$ cat src/mcr_consts.svh
/*
 * Offsets, field positions and reset values of the channel control register.
 * Assumes it is included by bare name from mcr_pkg users; definitions only.
 */
`ifndef MCR_CONSTS_SVH
`define MCR_CONSTS_SVH

// ------------------------------------------------------------
// Register map
// ------------------------------------------------------------
`define MCR_CTRL_OFFSET 8'h00
`define MCR_DATA_W 32
`define MCR_LANE_W 8
`define MCR_LANES 4

// ------------------------------------------------------------
// Field positions
// ------------------------------------------------------------
`define MCR_RUN_STOP_BIT 0
`define MCR_FIXED_ONE_BIT 1
`define MCR_SOFT_RESET_BIT 2
`define MCR_COMPLETE_EN_BIT 12
`define MCR_DELAY_EN_BIT 13
`define MCR_ERROR_EN_BIT 14

// ------------------------------------------------------------
// Reset values
// ------------------------------------------------------------
`define MCR_CTRL_RESET 32'h0000_0002
`define MCR_BIT_CLEAR 1'h0

`endif

$ cat src/mcr_pkg.sv
/*
 * Types shared by the channel control register and its halt sequencer.
 * Assumes nothing of its surroundings.
 */
package mcr_pkg;

    // ------------------------------------------------------------
    // Channel sequencer states
    // ------------------------------------------------------------
    typedef enum logic [2:0]
    {
        ST_HALTED = 3'h0,
        ST_RUNNING = 3'h1,
        ST_STOPPING = 3'h2,
        ST_RST_DRAIN = 3'h3,
        ST_RST_APPLY = 3'h4
    } mcr_state_t;

endpackage

$ cat src/mcr_halt_seq.sv
/*
 * Run, stop and soft reset sequencer of the memory to stream channel.
 * Assumes engine_idle and sg_update_busy come from engine logic on clk.
 */
`timescale 1ns/1ns

module mcr_halt_seq
    import mcr_pkg::*;
#(
    parameter bit gather_mode_param = 1'b1
)
(
    // Clock and reset
    input wire logic clk,
    input wire logic nrst,
    // Requests from the control register
    input wire logic run_stop,
    input wire logic reset_req,
    // Engine progress
    input wire logic engine_idle,
    input wire logic sg_update_busy,
    // Sequencer results
    output logic halted,
    output logic run_active,
    output logic flush_req,
    output logic engine_reset
);

    // ------------------------------------------------------------
    // State
    // ------------------------------------------------------------
    mcr_state_t state_reg; // Current state
    mcr_state_t state_next; // Next state
    logic halted_reg; // Halted flag
    logic halted_next; // Next halted flag
    logic drained; // Nothing left in flight

    // Idle engine and, in gather mode, empty update queue
    assign drained = engine_idle && !(gather_mode_param && sg_update_busy);

    // Next state
    always_comb
    begin
        state_next = state_reg;
        case (state_reg)
            ST_HALTED:
            begin
                if (reset_req)
                    state_next = ST_RST_DRAIN;
                else if (run_stop)
                    state_next = ST_RUNNING;
            end
            ST_RUNNING:
            begin
                if (reset_req)
                    state_next = ST_RST_DRAIN;
                else if (!run_stop)
                    state_next = ST_STOPPING;
            end
            ST_STOPPING:
            begin
                if (reset_req)
                    state_next = ST_RST_DRAIN;
                else if (drained)
                    state_next = ST_HALTED;
            end
            ST_RST_DRAIN:
            begin
                if (drained)
                    state_next = ST_RST_APPLY;
            end
            ST_RST_APPLY:
                state_next = ST_HALTED;
            default:
                state_next = ST_HALTED;
        endcase
        halted_next = (state_next == ST_HALTED);
    end

    // State registers
    always_ff @(posedge clk)
    begin
        if (!nrst)
        begin
            state_reg <= ST_HALTED;
            halted_reg <= 1'h1;
        end
        else
        begin
            state_reg <= state_next;
            halted_reg <= halted_next;
        end
    end

    // Outputs decoded from state; halted from its own register, loaded from next state
    assign halted = halted_reg;
    assign run_active = (state_reg == ST_RUNNING);
    assign flush_req = (state_reg == ST_STOPPING) || (state_reg == ST_RST_DRAIN);
    assign engine_reset = (state_reg == ST_RST_APPLY);
endmodule

$ cat src/mcr_control_reg.sv
/*
 * Memory to stream channel control register, low half, with run/stop,
 * graceful soft reset of the whole engine and interrupt enables.
 * Assumes a same-clock register port and engine status from logic on clk.
 */
`timescale 1ns/1ns
`include "mcr_consts.svh"

// How it works
// - Run/stop cleared: finish work, then stop
// - Gather mode: queued descriptor updates finish first
// - Stop or reset may cut stream short
// - Halted flag set once engine stopped
// - Channel error clears run/stop by hardware
// - Run starts engine, halted flag drops
// - Bit 1 ignores writes, reads one
// - Reset bit starts graceful whole-engine reset
// - Either channel's reset bit resets both
// - Reset bit reads one while resetting
// - Bits 11 to 3 read zero
// - Bit 12 gates completion interrupt
// - Bit 13 gates delay interrupt, gather only
// - Bit 14 gates error interrupt
// - Bit 15 reads zero, ignores writes
// - Little endian byte lanes, byte 0 low

module mcr_control_reg
    import mcr_pkg::*;
#(
    parameter bit gather_mode_param = 1'b1
)
(
    // Clock and reset
    input wire logic clk,
    input wire logic nrst,
    // Register port
    input wire logic reg_wr_en,
    input wire logic reg_rd_en,
    input wire logic [7:0] reg_addr,
    input wire logic [3:0] reg_be,
    input wire logic [31:0] reg_wdata,
    output logic [31:0] reg_rdata,
    output logic reg_rvalid,
    // Engine status
    input wire logic engine_idle,
    input wire logic sg_update_busy,
    input wire logic channel_error,
    input wire logic stream_to_mem_reset,
    // Status flags feeding the interrupt
    input wire logic complete_irq_flag,
    input wire logic delay_irq_flag,
    input wire logic error_irq_flag,
    // Channel control results
    output logic run_stop,
    output logic halted,
    output logic run_active,
    output logic flush_req,
    output logic soft_reset_active,
    output logic engine_reset,
    output logic irq_out
);

    // ------------------------------------------------------------
    // Elaboration checks
    // ------------------------------------------------------------
    if (`MCR_DATA_W != `MCR_LANE_W * `MCR_LANES)
    begin : g_bad_width
        $error("lane layout does not fill the data word");
    end

    // ------------------------------------------------------------
    // Helpers
    // ------------------------------------------------------------

    // Byte lane owning a bit, little endian
    function automatic logic lane_on(input logic [3:0] be, input int bitpos);
        lane_on = be[bitpos / `MCR_LANE_W];
    endfunction

    // ------------------------------------------------------------
    // Declarations
    // ------------------------------------------------------------
    logic wr_hit; // Write to control word
    logic rd_hit; // Read of control word
    logic run_stop_reg; // Run/stop bit
    logic run_stop_next;
    logic soft_reset_reg; // Reset in progress bit
    logic soft_reset_next;
    logic complete_en_reg; // Completion interrupt enable
    logic complete_en_next;
    logic delay_en_reg; // Delay interrupt enable
    logic delay_en_next;
    logic error_en_reg; // Error interrupt enable
    logic error_en_next;
    logic [31:0] rdata_reg; // Read data
    logic [31:0] rdata_next;
    logic rvalid_reg; // Read data valid
    logic rvalid_next;
    logic irq_reg; // Interrupt output
    logic irq_next;
    logic seq_engine_reset; // Reset pulse from sequencer
    localparam logic [31:0] ctrl_reset_val = `MCR_CTRL_RESET; // Reset image of the word

    // ------------------------------------------------------------
    // Address decode
    // ------------------------------------------------------------
    always_comb
    begin
        wr_hit = 1'h0;
        rd_hit = 1'h0;
        if (reg_addr == `MCR_CTRL_OFFSET)
        begin
            wr_hit = reg_wr_en;
            rd_hit = reg_rd_en;
        end
        else
        begin
            // Unmapped: writes dropped, reads return zero
            wr_hit = 1'h0;
            rd_hit = 1'h0;
        end
    end

    // ------------------------------------------------------------
    // Control fields
    // ------------------------------------------------------------

    // Next values of the writable fields
    always_comb
    begin
        run_stop_next = run_stop_reg;
        soft_reset_next = soft_reset_reg;
        complete_en_next = complete_en_reg;
        delay_en_next = delay_en_reg;
        error_en_next = error_en_reg;
        if (seq_engine_reset)
        begin
            // Soft reset done: every field back to reset value
            run_stop_next = `MCR_BIT_CLEAR;
            soft_reset_next = `MCR_BIT_CLEAR;
            complete_en_next = `MCR_BIT_CLEAR;
            delay_en_next = `MCR_BIT_CLEAR;
            error_en_next = `MCR_BIT_CLEAR;
        end
        else
        begin
            // Byte 0: run/stop and reset; bit 1 not stored
            if (wr_hit && lane_on(reg_be, `MCR_RUN_STOP_BIT))
            begin
                run_stop_next = reg_wdata[`MCR_RUN_STOP_BIT];
                if (reg_wdata[`MCR_SOFT_RESET_BIT])
                    soft_reset_next = 1'h1;
            end
            // Byte 1: interrupt enables; bits 11:3 and 15 not stored
            if (wr_hit && lane_on(reg_be, `MCR_COMPLETE_EN_BIT))
            begin
                complete_en_next = reg_wdata[`MCR_COMPLETE_EN_BIT];
                delay_en_next = reg_wdata[`MCR_DELAY_EN_BIT];
                error_en_next = reg_wdata[`MCR_ERROR_EN_BIT];
            end
            // Error stops the channel, wins over a write
            if (channel_error)
                run_stop_next = 1'h0;
        end
        // Other channel's reset sets the bit, even in the clearing cycle
        if (stream_to_mem_reset)
            soft_reset_next = 1'h1;
    end

    // Field registers
    always_ff @(posedge clk)
    begin
        if (!nrst)
        begin
            run_stop_reg <= ctrl_reset_val[`MCR_RUN_STOP_BIT];
            soft_reset_reg <= ctrl_reset_val[`MCR_SOFT_RESET_BIT];
            complete_en_reg <= ctrl_reset_val[`MCR_COMPLETE_EN_BIT];
            delay_en_reg <= ctrl_reset_val[`MCR_DELAY_EN_BIT];
            error_en_reg <= ctrl_reset_val[`MCR_ERROR_EN_BIT];
        end
        else
        begin
            run_stop_reg <= run_stop_next;
            soft_reset_reg <= soft_reset_next;
            complete_en_reg <= complete_en_next;
            delay_en_reg <= delay_en_next;
            error_en_reg <= error_en_next;
        end
    end

    // ------------------------------------------------------------
    // Read back
    // ------------------------------------------------------------

    // Read data, assembled little endian
    always_comb
    begin
        rdata_next = 32'h0000_0000;
        rvalid_next = reg_rd_en;
        if (rd_hit)
        begin
            rdata_next[`MCR_RUN_STOP_BIT] = run_stop_reg;
            rdata_next[`MCR_FIXED_ONE_BIT] = 1'h1;
            rdata_next[`MCR_SOFT_RESET_BIT] = soft_reset_reg;
            rdata_next[`MCR_COMPLETE_EN_BIT] = complete_en_reg;
            rdata_next[`MCR_DELAY_EN_BIT] = delay_en_reg;
            rdata_next[`MCR_ERROR_EN_BIT] = error_en_reg;
            // Bits 11:3, 15 and above stay zero
        end
    end

    // Read registers
    always_ff @(posedge clk)
    begin
        if (!nrst)
        begin
            rdata_reg <= 32'h0000_0000;
            rvalid_reg <= 1'h0;
        end
        else
        begin
            rdata_reg <= rdata_next;
            rvalid_reg <= rvalid_next;
        end
    end

    // ------------------------------------------------------------
    // Interrupt gating
    // ------------------------------------------------------------

    // Enabled flags onto one output
    always_comb
    begin
        irq_next = (complete_en_reg && complete_irq_flag)
            || (gather_mode_param && delay_en_reg && delay_irq_flag)
            || (error_en_reg && error_irq_flag);
    end

    // Interrupt register
    always_ff @(posedge clk)
    begin
        if (!nrst)
            irq_reg <= 1'h0;
        else
            irq_reg <= irq_next;
    end

    // ------------------------------------------------------------
    // Sequencer
    // ------------------------------------------------------------
    mcr_halt_seq #(
        .gather_mode_param(gather_mode_param)
    ) u_seq (
        .clk(clk),
        .nrst(nrst),
        .run_stop(run_stop_reg),
        .reset_req(soft_reset_reg),
        .engine_idle(engine_idle),
        .sg_update_busy(sg_update_busy),
        .halted(halted),
        .run_active(run_active),
        .flush_req(flush_req),
        .engine_reset(seq_engine_reset)
    );

    // Outputs
    assign reg_rdata = rdata_reg;
    assign reg_rvalid = rvalid_reg;
    assign run_stop = run_stop_reg;
    assign soft_reset_active = soft_reset_reg;
    assign engine_reset = seq_engine_reset;
    assign irq_out = irq_reg;
endmodule

$ cat config.mk
export PLATFORM = sky130hd
export DESIGN_NAME = mcr_control_reg
export DESIGN_NICKNAME = d
export VERILOG_FILES = /design/src/mcr_pkg.sv /design/src/mcr_halt_seq.sv /design/src/mcr_control_reg.sv
export VERILOG_INCLUDE_DIRS = /design/src
export SDC_FILE = /design/constraint.sdc
export NUM_CORES = 1
export LEC_CHECK = 0
export BUFFER_PORTS_ARGS = -buffer_cell sky130_fd_sc_hd__buf_2
export CORE_MARGIN = 3
export CORE_UTILIZATION = 34
export DETAILED_ROUTE_END_ITERATION = 12
export GPL_ROUTABILITY_DRIVEN = 0
export PLACE_DENSITY_LB_ADDON = 0.2
export SETUP_SLACK_MARGIN = 0.3
export SLEW_MARGIN = 20
export SYNTH_ARGS = -nofsm -noshare
export SYNTH_HDL_FRONTEND = slang
export SYNTH_SLANG_ARGS = --single-unit
export TNS_END_PERCENT = 100
$ cat constraint.sdc
create_clock -name clk -period 1.55 [get_ports clk]
set_clock_uncertainty 0.2 [all_clocks]
set_input_delay 0.465 -clock clk [delete_from_list [all_inputs] [get_ports clk]]
set_output_delay 0.465 -clock clk [all_outputs]
set_load 0.03 [all_outputs]
### After elaboration in Yosys (flattened, before gate mapping)

Cells that the tools add are included.

| word-level totals | value |
|---|---|
| register bits after elaboration | 43 |
| input port bits | 55 |
| output and inout port bits | 40 |
| word-level logic and storage cells | 51 |

| operators by class | value |
|---|---|
| equal/unequal tests | 4 |
| mux-type cells | 15 |
| bitwise logic cells | 1 |
| reduce and logical (&&, ||, !) cells | 19 |

Operators by type and width:

| cell | number |
|---|---|
| $mux 3 | 7 |
| $pmux 3 s4 | 1 |
| $logic_not 8->1 | 1 |
| $eq 3x2->1 const B | 2 |
| $logic_and 1x1->1 | 6 |
| $logic_not 3->1 | 2 |
| $mux 1 | 6 |
| $reduce_bool 3->1 | 2 |
| $reduce_and 2->1 | 2 |
| $eq 3x1->1 const B | 1 |
| $eq 3x3->1 const B | 1 |
| $logic_or 1x1->1 | 3 |
| $reduce_or 3->1 | 1 |
| $mux 2 | 1 |
| $reduce_or 2->1 | 1 |
| $logic_not 1->1 | 1 |
| $not 1->1 | 1 |

### Logic depth before layout (Yosys ltp)

| depth | value |
|---|---|
| word-level depth | 6 |
| gate-level depth with buffers | 5 |
| depth with buffers taken out | 4 |

### Hierarchy

A second synthesis with hierarchy kept.

| second synthesis, totals | value |
|---|---|
| cells, all modules | 97 |
| area, all modules | 875.8 um^2 |

By module, submodules not included:

| module | times used | cells each | area each (um^2) | sequential area each (um^2) |
|---|---|---|---|---|
| mcr_control_reg | 1 | 74 | 674.4 | 260.2 |
| mcr_halt_seq | 1 | 23 | 201.4 | 80.1 |

### Worst setup path before layout

OpenSTA, ideal clock, no wires.

| timing | value |
|---|---|
| kind | register to register |
| start point | register u_seq.state_reg[1] |
| end point | register u_seq.halted_reg (netlist: u_seq.halted) |
| library setup time | 0.127 ns |
| arrival time | 1.273 ns |
| data required time | 1.223 ns |
| path slack | -0.050 ns |
| stages on the path, launching flop included | 5 |
| path buffers | 0 |
| period minus slack after synthesis | 1.600 ns |
| cell sequence | dfxtp_1 -> nor2b_1 -> o21ai_2 -> a21oi_1 -> a211oi_2 |

| on the way | value |
|---|---|
| cells in the longest elaborated chain, start to end | 4 |
| elaborated cells between the ends (all ways) | 13 |
| those cells by class | eq/ne (3); mux (8); reduce/logical (2) |

Ends and longest elaborated chain:

| element | RTL line | text |
|---|---|---|
| start, declared | mcr_halt_seq.sv:32 | `mcr_state_t state_reg;` |
| start signal, assigned | mcr_halt_seq.sv:90 | `state_reg <= state_next;` |
| $mux 3, on equally long branches | mcr_halt_seq.sv:64, mcr_halt_seq.sv:50, mcr_halt_seq.sv:57 |  |
| $mux 3, on equally long branches | mcr_halt_seq.sv:62, mcr_halt_seq.sv:48, mcr_halt_seq.sv:55 |  |
| $pmux 3 s4 * | mcr_halt_seq.sv:45 | `case (state_reg)` |
| $logic_not 3->1 * | mcr_halt_seq.sv:77 | `halted_next = (state_next == ST_HALTED);` |
| end signal, assigned | mcr_halt_seq.sv:91 | `halted_reg <= halted_next;` |
| end, declared | mcr_halt_seq.sv:34 | `logic halted_reg;` |

Every way passes the cells marked *; elsewhere a longest branch is shown, timed or not.
A chain may end at the register's enable or synchronous reset.

### Final worst setup path

| timing | value |
|---|---|
| start point | register u_seq.state_reg[2] |
| end point | output run_active |

| on the way | value |
|---|---|
| cells in the longest elaborated chain, start to end | 1 |

Ends and longest elaborated chain:

| element | RTL line | text |
|---|---|---|
| $eq 3x1->1 | mcr_halt_seq.sv:97 | `assign run_active = (state_reg == ST_RUNNING);` |
| end, declared | mcr_control_reg.sv:56 | `output logic run_active,` |

No other way between the ends.

==> flow_summary.json <==
{
  "clock_latency_ns": 0.28,
  "worstSetupEndpointType": "primary output",
  "die_area_mm2": 0.00327,
  "drtIter0Drc": 7,
  "placed_area_mm2": 0.00104,
  "largest_reg_flops": 6,
  "antenna_found_initial": 0,
  "p_sw_frac": 0.335,
  "power_density_mw_per_mm2": 719,
  "cts.clk_slew.worst_paths_ns": 0.10,
  "io_buffers": 39,
  "htree_levels": 1,
  "die_h_um": 57.2,
  "finalSetupViolCount": 8,
  "period_share": 1.10,
  "cts_tree": "done",
  "numCtsBuffers": 3,
  "maxSlewViolCount": 0,
  "clkPwrFrac": 0.232,
  "detail-route-antenna-nets": 0,
  "grt-ovfl-total": 0,
  "p_leak_nw": 0.617,
  "viasPerCell": 4.49,
  "p_comb_frac": 0.289,
  "first_pass_iters": 4,
  "slowest_stage": "dfxtp_4",
  "design.portCount": 95,
  "min-delay-path-class": "in2reg",
  "synthCells": 96,
  "yosysMostFrequentCell": "buf_4",
  "synth_cell_types": 29,
  "crit_path_cell_trace": "nor2_4 > and2_4 > buf_6",
  "synth_seq_area_share": 0.383,
  "die_x_um": 57.2,
  "setup_ws_ns": -0.157,
  "synthFlopType": "dfxtp_1",
  "fmax_ghz": 0.586,
  "antenna_cells": 0,
  "internal-power_mw": 0.645,
  "synth_common_cells": "buf_4, dfxtp_1, and2_1",
  "crit_family": "flip-flops",
  "arrival_ns": 1.04,
  "vias": 790,
  "ys.warnings.count": 0,
  "synth_seq_cells": 17,
  "mappedNetlistArea_um2": 890,
  "rsz0062_at_grt": "yes",
  "seq_power_share": 0.479,
  "drc_errors": 0,
  "cts.sinks": 17,
  "final_cell_area_mm2": 0.00135,
  "wl_per_cell_um": 11.5,
  "area_delta_synth_final_pct": 51.8,
  "crit_path_max_incr_delay_ns": 0.38,
  "multiInputGateArea_um2": 522,
  "synth-async-reset-ratio": 0,
  "start_util": 0.380,
  "design.core.area_mm2": 0.00234,
  "synth_area_leaders": "dfxtp_1, buf_4, and2_1, nor4_4, nor2b_1",
  "max-cap-violations": 0,
  "fill_cells": 215,
  "grt_pass1_vias": 709,
  "path_class": "reg2out",
  "violations": "setup timing",
  "dp_hpwl_um": 1500,
  "synth-edff-count": 0,
  "hold_buffers": 0,
  "grt_pass1_wl_um": 3170,
  "critPathLaunchType": "flip-flop",
  "wl_um": 2030,
  "fin_nets": 204,
  "drive_above_1_share": 0.615,
  "crit_buf_inv": 1,
  "setup-tns-final_ns": -0.627,
  "seqCellArea_um2": 368,
  "yosysTopAreaCell": "dfxtp_1",
  "peakVddDrop_mv": 0.341,
  "synth_top_area_share": 0.383,
  "status": "complete, but fails checks",
  "grt_max_degree": 11,
  "grt_usage": 0.123,
  "post-route-min-period_ns": 1.71,
  "hold_viol": 0,
  "clock_path_buffers": 2,
  "switching_power_mw": 0.325,
  "required_ns": 0.88,
  "syn_avg_cell_area_um2": 9.27,
  "cp_max_fo": 4,
  "cts_root_buf": "clkbuf_4",
  "placementRows": 17
}
worst paths after layout:
kind                       startpoint                 to  slack (ns)  cells past startpoint
setup reg to reg   u_seq.state_reg[2]           run_stop       -0.07                      8
hold / removal    stream_to_mem_reset  soft_reset_active        0.21                      3
setup / recovery   u_seq.state_reg[2]         run_active       -0.16                      3
hold reg to reg          error_en_reg       error_en_reg        0.29                      2
what timing repair did:
| action | in CTS | in global routing |
|---|---|---|
| pin swaps | 8 | 9 |
| resized for setup | 57 | 13 |
| buffers inserted | 7 | 2 |
| endpoints found under the setup margin | 25 | 27 |
tightest hold or removal path: stages:
cell and delay, ns:
buf_2 0.08, o21ai_1 0.06, o31ai_1 0.05
cell usage in the layout (no fill, tap or decap), types with 3 or more instances in the layout:
master    count
conb_1       26
buf_2        24
buf_6        18
dfxtp_2      10
buf_4         7
and2_4        5
o21ai_1       5
dfxtp_4       4
and2_1        3
nand2_1       3
nand3_2       3
clkbuf_4      3
dfxtp_1       3
per-stage QoR:
step | hold slack (ns) | std cells | setup slack, ns | power, mW | util
after global routing | 0.194 | 176 | -0.221 | 1.02 | 0.577
after global placement | 0.277 | 163 | -0.103 | 0.693 | 0.445
final | 0.210 | 176 | -0.157 | 0.970 | 0.577
after floorplan | 0.252 | 121 | 0.110 | 0.683 | -
after CTS | 0.206 | 174 | -0.160 | 0.966 | 0.550
after detailed placement | 0.278 | 163 | -0.108 | 0.695 | 0.445
power by group through the flow:
stage,clock network [mW],logic (mW),registers (mW)
global route,0.258,0.296,0.466
floorplan,0,0.196,0.487
finish,0.225,0.280,0.464
detailed placement,0,0.220,0.475
global placement,0,0.218,0.475
CTS,0.236,0.266,0.464
cell families after synthesis:
| logic type | Yosys count | synth area share |
|---|---|---|
| simple gates | 33 | 0.256 |
| buf+inv | 29 | 0.233 |
| flops | 17 | 0.383 |
| compound gates | 16 | 0.124 |
| other cells | 1 | 0.00422 |
final cells by class:
type / instances / share of cell area
inverter: 2 / 0.00556
clock inverter: 1 / 0.00371
tap: 28 / 0.0260
sequential: 17 / 0.272
timing repair buffer: 50 / 0.289
multi-input combinational: 75 / 0.386
clock buffer: 3 / 0.0167
routing by layer:
metal,part of all wire,global-route usage
met1,0.37,0.151
met2,0.49,0.207
met3,0.13,0.0294
met4,0.013,0.0497
met5,0,0
Power figures use the tool's default switching activity.
